===== src/hw/rdc_pkg.sv =====
// Purpose: shared constants and types for the read dummy and drive configuration block
// Assumes: 8-bit command opcodes and 8-bit register bytes
// Notes:   bit positions, opcodes, reset values and decode results are named here; assertions and bench also use literal values
package rdc_pkg;

  // read commands whose turnaround length this block decides
  localparam logic [7:0] OP_FAST_READ       = 8'h0B;
  localparam logic [7:0] OP_FAST_READ_DTR   = 8'h0D;
  localparam logic [7:0] OP_DUAL_OUT_READ   = 8'h3B;
  localparam logic [7:0] OP_DUAL_IO_READ    = 8'hBB;
  localparam logic [7:0] OP_DUAL_IO_DTR     = 8'hBD;
  localparam logic [7:0] OP_QUAD_OUT_READ   = 8'h6B;
  localparam logic [7:0] OP_QUAD_IO_READ    = 8'hEB;
  localparam logic [7:0] OP_QUAD_IO_DTR     = 8'hED;
  localparam logic [7:0] OP_UNIQUE_ID_READ  = 8'h4B;
  localparam logic [7:0] OP_DISC_PARAM_READ = 8'h5A;
  localparam logic [7:0] OP_INFO_ROW_READ   = 8'h68;

  // register set commands
  localparam logic [7:0] OP_SET_EXT_PERSIST = 8'h85;
  localparam logic [7:0] OP_SET_EXT_WORK    = 8'h83;
  localparam logic [7:0] OP_SET_PAR_PERSIST = 8'h65;
  localparam logic [7:0] OP_SET_PAR_WORK_A  = 8'hC0;
  localparam logic [7:0] OP_SET_PAR_WORK_B  = 8'h63;

  // register pairs
  localparam int          NUM_PAIRS       = 2;
  localparam int          PAIR_READ       = 0;
  localparam int          PAIR_EXT        = 1;
  localparam logic [7:0]  READ_PAR_RESET  = 8'h00;
  localparam logic [7:0]  EXT_PAR_RESET   = 8'hFF;

  // field positions
  localparam int DUMMY_FIELD_MSB   = 6;
  localparam int DUMMY_FIELD_LSB   = 3;
  localparam int DRIVE_SEL_MSB     = 7;
  localparam int DRIVE_SEL_LSB     = 5;
  localparam int EXT_RESERVED_MSB  = 4;

  // turnaround counts used when the dummy field is zero
  localparam logic [3:0] DUMMY_DEFAULT_SINGLE  = 4'h8;
  localparam logic [3:0] DUMMY_DEFAULT_QUAD    = 4'h6;
  localparam logic [3:0] DUMMY_DEFAULT_DUAL_IO = 4'h4;
  localparam logic [3:0] DUMMY_FIELD_ZERO      = 4'h0;

  // drive strength codes and their weights in eighths of full strength
  localparam logic [2:0] DRIVE_CODE_RSV_A = 3'h0;
  localparam logic [2:0] DRIVE_CODE_12P5  = 3'h1;
  localparam logic [2:0] DRIVE_CODE_25    = 3'h2;
  localparam logic [2:0] DRIVE_CODE_37P5  = 3'h3;
  localparam logic [2:0] DRIVE_CODE_RSV_B = 3'h4;
  localparam logic [2:0] DRIVE_CODE_75    = 3'h5;
  localparam logic [2:0] DRIVE_CODE_100   = 3'h6;
  localparam logic [2:0] DRIVE_CODE_50    = 3'h7;
  localparam logic [3:0] WEIGHT_RESERVED  = 4'h0;
  localparam logic [3:0] WEIGHT_12P5      = 4'h1;
  localparam logic [3:0] WEIGHT_25        = 4'h2;
  localparam logic [3:0] WEIGHT_37P5      = 4'h3;
  localparam logic [3:0] WEIGHT_50        = 4'h4;
  localparam logic [3:0] WEIGHT_75        = 4'h6;
  localparam logic [3:0] WEIGHT_100       = 4'h8;

  typedef enum logic [2:0] {
    ST_RESET = 3'b001,
    ST_LOAD  = 3'b010,
    ST_READY = 3'b100
  } ctl_state_type;

endpackage


===== src/hw/param_pair_if.sv =====
// Purpose: carrier between the controller and one persistent/working register pair
// Assumes: single clock domain
// Notes:   owner drives writes and load, store returns both copies
interface param_pair_if;
  logic       wr_persistent;
  logic       wr_working;
  logic       load;
  logic [7:0] wr_data;
  logic [7:0] persistent;
  logic [7:0] working;

  modport owner (output wr_persistent, output wr_working, output load, output wr_data,
                 input persistent, input working);
  modport store (input wr_persistent, input wr_working, input load, input wr_data,
                 output persistent, output working);
endinterface


===== src/hw/nv_param_pair.sv =====
// Purpose: one persistent copy and one working copy of a parameter byte
// Assumes: load and writes never coincide; controller keeps them apart
// Notes:   persistent copy stands in for the non-volatile cell, reset gives its factory value
module nv_param_pair
  import rdc_pkg::*;
#(
  parameter logic [7:0] RESET_VALUE = 8'h00
) (
  input  wire logic    clk_sys_in,
  input  wire logic    rst_n_in,
  param_pair_if.store  pair
);

  logic [7:0] persistent;
  logic [7:0] working;

  always_ff @(posedge clk_sys_in or negedge rst_n_in) begin
    if (!rst_n_in) begin
      persistent <= RESET_VALUE;
    end else if (pair.wr_persistent) begin
      persistent <= pair.wr_data;
    end
  end

  always_ff @(posedge clk_sys_in or negedge rst_n_in) begin
    if (!rst_n_in) begin
      working <= RESET_VALUE;
    end else if (pair.load) begin
      working <= persistent;
    end else if (pair.wr_working) begin
      working <= pair.wr_data;
    end
  end

  assign pair.persistent = persistent;
  assign pair.working    = working;

endmodule // nv_param_pair


===== src/hw/read_dummy_and_drive_config.sv =====
// Purpose: turnaround length of fast reads and output drive selection of a serial flash
// Assumes: commands arrive decoded, one strobe per opcode, from logic on clk_sys_in
// Notes:   commands are held off until the working copies are loaded
// Function
// - dummy count comes from four-bit parameter field
// - zero field gives per-command defaults 8/6/4
// - id, parameter, info-row reads follow fast read
// - dual I/O DTR read refused in QPI
// - extended bits 7..5 select drive strength
// - drive code weights; 111 default, 000/100 reserved
// - extended bits 4..0 are plain storage
// - 85h writes persistent, 83h writes working copy
// - persistent write leaves working copy untouched
// - working copies load from persistent after reset
module read_dummy_and_drive_config
  import rdc_pkg::*;
(
  input  wire logic       clk_sys_in,
  input  wire logic       rst_n_in,
  input  wire logic       cmd_valid_in,
  input  wire logic [7:0] cmd_opcode_in,
  input  wire logic [7:0] cmd_data_in,
  input  wire logic       qpi_mode_in,
  output wire logic       cmd_ready_out,
  output logic            read_start_out,
  output logic            read_refused_out,
  output logic      [3:0] dummy_count_out,
  output logic      [7:0] read_params_out,
  output logic      [7:0] ext_params_out,
  output logic      [2:0] drive_sel_out,
  output logic      [3:0] drive_weight_out,
  output logic            drive_code_reserved_out
);

  function automatic logic is_read_cmd(input logic [7:0] op);
    is_read_cmd = (op == OP_FAST_READ)      || (op == OP_FAST_READ_DTR)  ||
                  (op == OP_DUAL_OUT_READ)  || (op == OP_DUAL_IO_READ)   ||
                  (op == OP_DUAL_IO_DTR)    || (op == OP_QUAD_OUT_READ)  ||
                  (op == OP_QUAD_IO_READ)   || (op == OP_QUAD_IO_DTR)    ||
                  (op == OP_UNIQUE_ID_READ) || (op == OP_DISC_PARAM_READ) ||
                  (op == OP_INFO_ROW_READ);
  endfunction

  function automatic logic is_fast_like(input logic [7:0] op);
    is_fast_like = (op == OP_FAST_READ) || (op == OP_FAST_READ_DTR) ||
                   (op == OP_UNIQUE_ID_READ) || (op == OP_DISC_PARAM_READ) ||
                   (op == OP_INFO_ROW_READ);
  endfunction

  function automatic logic [3:0] default_dummy(input logic [7:0] op, input logic qpi);
    if (is_fast_like(op)) begin
      default_dummy = qpi ? DUMMY_DEFAULT_QUAD : DUMMY_DEFAULT_SINGLE;
    end else if ((op == OP_DUAL_IO_READ) || (op == OP_DUAL_IO_DTR)) begin
      default_dummy = DUMMY_DEFAULT_DUAL_IO;
    end else if ((op == OP_QUAD_IO_READ) || (op == OP_QUAD_IO_DTR)) begin
      default_dummy = DUMMY_DEFAULT_QUAD;
    end else begin
      default_dummy = DUMMY_DEFAULT_SINGLE;
    end
  endfunction

  function automatic logic [3:0] drive_weight(input logic [2:0] code);
    case (code)
      DRIVE_CODE_12P5: drive_weight = WEIGHT_12P5;
      DRIVE_CODE_25:   drive_weight = WEIGHT_25;
      DRIVE_CODE_37P5: drive_weight = WEIGHT_37P5;
      DRIVE_CODE_75:   drive_weight = WEIGHT_75;
      DRIVE_CODE_100:  drive_weight = WEIGHT_100;
      DRIVE_CODE_50:   drive_weight = WEIGHT_50;
      default:         drive_weight = WEIGHT_RESERVED;
    endcase
  endfunction

  ctl_state_type state;
  ctl_state_type next_state;

  param_pair_if pairs[NUM_PAIRS] ();

  genvar gi;
  generate
    for (gi = 0; gi < NUM_PAIRS; gi = gi + 1) begin : gen_pair
      nv_param_pair #(
        .RESET_VALUE (gi == PAIR_EXT ? EXT_PAR_RESET : READ_PAR_RESET)
      ) u_pair (
        .clk_sys_in (clk_sys_in),
        .rst_n_in   (rst_n_in),
        .pair       (pairs[gi])
      );
      assign pairs[gi].load    = (state == ST_LOAD);
      assign pairs[gi].wr_data = cmd_data_in;
    end
  endgenerate

  wire logic       cmd_take;
  wire logic       op_is_read;
  wire logic       op_refused;
  wire logic       take_read;
  wire logic       take_refuse;
  wire logic [7:0] read_work;
  wire logic [7:0] ext_work;
  wire logic [3:0] dummy_count_field;
  wire logic [3:0] next_dummy;
  wire logic [2:0] drive_sel_work;

  assign cmd_ready_out = (state == ST_READY);
  assign cmd_take      = cmd_valid_in & cmd_ready_out;
  assign op_is_read    = is_read_cmd(cmd_opcode_in);
  assign op_refused    = qpi_mode_in & (cmd_opcode_in == OP_DUAL_IO_DTR);
  assign take_read     = cmd_take & op_is_read & ~op_refused;
  assign take_refuse   = cmd_take & op_is_read & op_refused;

  // set commands: persistent and working copies are written separately
  assign pairs[PAIR_EXT].wr_persistent  = cmd_take & (cmd_opcode_in == OP_SET_EXT_PERSIST);
  assign pairs[PAIR_EXT].wr_working     = cmd_take & (cmd_opcode_in == OP_SET_EXT_WORK);
  assign pairs[PAIR_READ].wr_persistent = cmd_take & (cmd_opcode_in == OP_SET_PAR_PERSIST);
  assign pairs[PAIR_READ].wr_working    = cmd_take & ((cmd_opcode_in == OP_SET_PAR_WORK_A) ||
                                                      (cmd_opcode_in == OP_SET_PAR_WORK_B));

  assign read_work         = pairs[PAIR_READ].working;
  assign ext_work          = pairs[PAIR_EXT].working;
  assign dummy_count_field = read_work[DUMMY_FIELD_MSB:DUMMY_FIELD_LSB];
  assign next_dummy        = (dummy_count_field != DUMMY_FIELD_ZERO) ? dummy_count_field
                                                                     : default_dummy(cmd_opcode_in, qpi_mode_in);
  assign drive_sel_work    = ext_work[DRIVE_SEL_MSB:DRIVE_SEL_LSB];

  always_comb begin
    next_state = state;
    case (state)
      ST_RESET: next_state = ST_LOAD;
      ST_LOAD:  next_state = ST_READY;
      ST_READY: next_state = ST_READY;
      default:  next_state = ST_RESET;
    endcase
  end

  always_ff @(posedge clk_sys_in or negedge rst_n_in) begin
    if (!rst_n_in) begin
      state <= ST_RESET;
    end else begin
      state <= next_state;
    end
  end

  always_ff @(posedge clk_sys_in or negedge rst_n_in) begin
    if (!rst_n_in) begin
      read_start_out   <= 1'b0;
      read_refused_out <= 1'b0;
      dummy_count_out  <= DUMMY_DEFAULT_SINGLE;
    end else begin
      read_start_out   <= take_read;
      read_refused_out <= take_refuse;
      if (take_read) begin
        dummy_count_out <= next_dummy;
      end
    end
  end

  // reserved low bits travel through untouched and steer nothing
  always_ff @(posedge clk_sys_in or negedge rst_n_in) begin
    if (!rst_n_in) begin
      read_params_out         <= READ_PAR_RESET;
      ext_params_out          <= EXT_PAR_RESET;
      drive_sel_out           <= DRIVE_CODE_50;
      drive_weight_out        <= WEIGHT_50;
      drive_code_reserved_out <= 1'b0;
    end else begin
      read_params_out         <= read_work;
      ext_params_out          <= ext_work;
      drive_sel_out           <= drive_sel_work;
      drive_weight_out        <= drive_weight(drive_sel_work);
      drive_code_reserved_out <= (drive_sel_work == DRIVE_CODE_RSV_A) ||
                                 (drive_sel_work == DRIVE_CODE_RSV_B);
    end
  end
endmodule // read_dummy_and_drive_config


===== config.mk =====
export PLATFORM = sky130hd
export DESIGN_NAME = read_dummy_and_drive_config
export DESIGN_NICKNAME = d
export VERILOG_FILES = /design/src/hw/rdc_pkg.sv /design/src/hw/param_pair_if.sv /design/src/hw/nv_param_pair.sv /design/src/hw/read_dummy_and_drive_config.sv
export SDC_FILE = /design/constraint.sdc
export NUM_CORES = 1
export LEC_CHECK = 0
export BUFFER_PORTS_ARGS = -buffer_cell sky130_fd_sc_hd__buf_2
export CORE_MARGIN = 10
export CORE_UTILIZATION = 54
export CTS_CLUSTER_SIZE = 28
export DETAILED_ROUTE_END_ITERATION = 7
export PLACE_DENSITY_LB_ADDON = 0.08
export SLEW_MARGIN = 0
export SYNTH_ARGS = -nofsm -noshare
export SYNTH_HDL_FRONTEND = slang
export SYNTH_SLANG_ARGS = --single-unit
export TNS_END_PERCENT = 10

===== constraint.sdc =====
create_clock -name clk_sys_in -period 2.3 [get_ports clk_sys_in]
set_clock_uncertainty 0.05 [all_clocks]
set_input_delay 0.23 -clock clk_sys_in [delete_from_list [all_inputs] [get_ports clk_sys_in]]
set_output_delay 0.23 -clock clk_sys_in [all_outputs]
set_load 0.01 [all_outputs]

==> metrics <==
status finished, final reports clean; Final #Nets 281; final worst setup slack 270 ps; Hold Path Class primary input to register; worst endpoint data arrival time 2240 ps; post-synthesis cell count 209; total track usage 13.5%; DR pass1 iterations 4; clk sink count 62; global route total overflow 0; final wirelength 5150 um; first-pass GRT wire length 8960 um; total of max-cap violations 0; CTS Buffer Depth 2; H-tree depth 3; Power Total 2.40 mW; mean post-synth cell area roughly 13 um2; final period utilization 88.3%; sequential element share of the synthesized area around three fifths; type of the worst setup path register to register; Rel. slew slack a little over half; # diodes 0; Area Overhead vs Synth 19.9%; Startpoint Class register; count leader, synth dfrtp_1; WL/cell 15.5 um; Routed Antenna Nets 0; Max Slew Vio Count 0; Final HPWL DP 3610 um; Die Outline Area 0.00807 mm2; largest area contributor in the netlist dfrtp_1; routed vias 1,722; routability cong. 0.783; drc violations 0; largest net degree at the start of global routing 34; Die W roughly 90 um; final setup violation count 0; number of hold violations in the final report 0; warnings from Yosys 0; Leak 1.48 nW; top cells by area, synth dfrtp_1 (33%), dfstp_2 (27%), mux2_2 (7.3%), mux2i_1 (6.8%), nand2_1 (3.3%); Critical Path RT 2510 ps; TNS Setup 0 ps; Most used DFF post-synth dfrtp_1; Slew @ Worst Pin 681 ps; fmax between 0.4 and 0.5 GHz; Post-Place Worst Slack 51.6 ps; Vias/cell 5.17; Die Y-Extent 89.8 um; 1st-iter DRT viols 103; insertion delay to the later sink of the worst-skew pair ~330 ps; Post-CTS Setup Bufs 0; initial core utilization 55.8%; CTS clk-pin slew, worst paths 80 ps; worst ir drop on vdd approximately 600 uV; CTS tree yes; RSZ-0062 raised after global routing no; antenna violations before repair 0; Worst Setup End Kind register; Async S/R FF share, synth 100%; Commonest cells post-synth dfrtp_1 (35), dfstp_2 (27), nand2_1 (23); CTS root buffer clkbuf_8; port bufs 50; Post-Syn Area 0.00263 mm2; Tmin final 2030 ps; Filler cells 364; count of cell types in the netlist 40; Post-Syn Nets roughly 230; core area 0.00472 mm2; fraction of layout cells with a size suffix above 1 47.0%; I/O pins 51; EDFF count, synth 0; Seq cells post-synth between 60 and 70; post-synth top area share 33.3%; Num CTS Buffers 9; Core Util, Final between 60% and 70%; number of global-route vias before repair 1,803; pwr/cell area 761 mW/mm2; row cnt 25; Worst Path Max Fanout 8
[cells in the final DEF, fill, tap and decap left out, types with 3 or more instances in the layout]
cell type   n
nand3_1     3
nor3_1      4
dfrtp_1    35
nand2_1    23
nor2b_1     3
mux2_2     17
o21ai_0    15
clkinv_4    3
buf_2      50
mux2i_1    18
inv_1       4
buf_4       3
clkbuf_8   10
nor3b_1     3
dfstp_2    27
nor2_1      7
a31oi_1     3
[worst max-delay path: stages (launching register included)]
cell,delay [ps]
dfrtp_1,400
nand4bb_1,200
or3_1,370
or4b_4,610
mux2i_1,150
o21ai_0,170
[where the power goes]
group	switching [mW]	total, mW	internal [mW]	leakage, nW
clock network	0.440	0.975	0.535	0.0987
logic	0.122	0.217	0.0955	0.634
registers	0.0335	1.21	1.18	0.749
[per-layer routing]
metal	global-route usage, %	wire (um)	part of all wire [%]	vias to the layer above
met5	0	0	0	-
met4	7.28	71	1.4	0
met3	4.82	384	7.5	9
met2	20.2	2380	46	38
met1	16.5	2310	45	829
li1	-	-	-	846
[area by class of cell]
class                      count  area [um2]  share of cell area [%]
sequential                    62        1590                    50.2
multi-input combinational    129         961                    30.4
timing repair buffer          55         303                    9.59
clock buffer                  10         138                    4.36
tap                           67        83.8                    2.66
clock inverter                 6        71.3                    2.26
inverter                       4        15.0                   0.476
[cell families after synthesis]
kind of cell | share of synthesized area, %
DFF | 60.2
muxes | 14.7
AOI/OAI and AO/OA | 6.60
xor gates and xnor gates | 0.998
buffers and inverters | 3.90
and+or+nand+nor | 13.6
[through the flow]
step	cells	cell area, um2	hold slack, ps
after floorplan	209	2630	-116
after global placement	316	2930	255
after detailed placement	316	2930	258
after CTS	333	3150	118
after global routing	333	3160	128
final	333	3160	121
[sequential cells by signal (all words and copies together), names as in the netlist]
| register | count |
|---|---|
| drive_sel_out | 3 |
| read_refused_out | 1 |
| read_start_out | 1 |
| drive_code_reserved_out | 1 |
| ext_params_out | 5 |
| dummy_count_out | 4 |
| read_params_out | 8 |
| gen_pair.u_pair.pair.working | 16 |
| drive_weight_out | 4 |
| gen_pair.u_pair.pair.persistent | 16 |
| state | 3 |
[what timing repair did]
item | 4_1_cts | 5_1_grt
hold buffers | 1 | 0
endpoints found under the hold margin | 18 | 0
gates resized for setup | 0 | 1
setup endpoints to repair | 0 | 7
[worst paths after layout]
check,startpoint,slack (ps),depth (start not counted),endpoint
min in group asynchronous,rst_n_in,410,2,read_params_out[2]$_DFF_PN0_
worst max register to register,state[1]$_DFF_PN0_,270,5,gen_pair[1].u_pair.pair.working[3]$_DFFE_PN1P_
max in group asynchronous,rst_n_in,1100,3,gen_pair[1].u_pair.pair.working[0]$_DFFE_PN1P_
worst min-delay path,cmd_data_in[5],120,2,gen_pair[1].u_pair.pair.persistent[5]$_DFFE_PN1P_
worst min register to register,gen_pair[1].u_pair.pair.working[2]$_DFFE_PN1P_,320,0,ext_params_out[2]$_DFF_PN1_
worst max-delay path,state[1]$_DFF_PN0_,270,5,gen_pair[1].u_pair.pair.working[3]$_DFFE_PN1P_
Power figures use the tool's default switching activity.
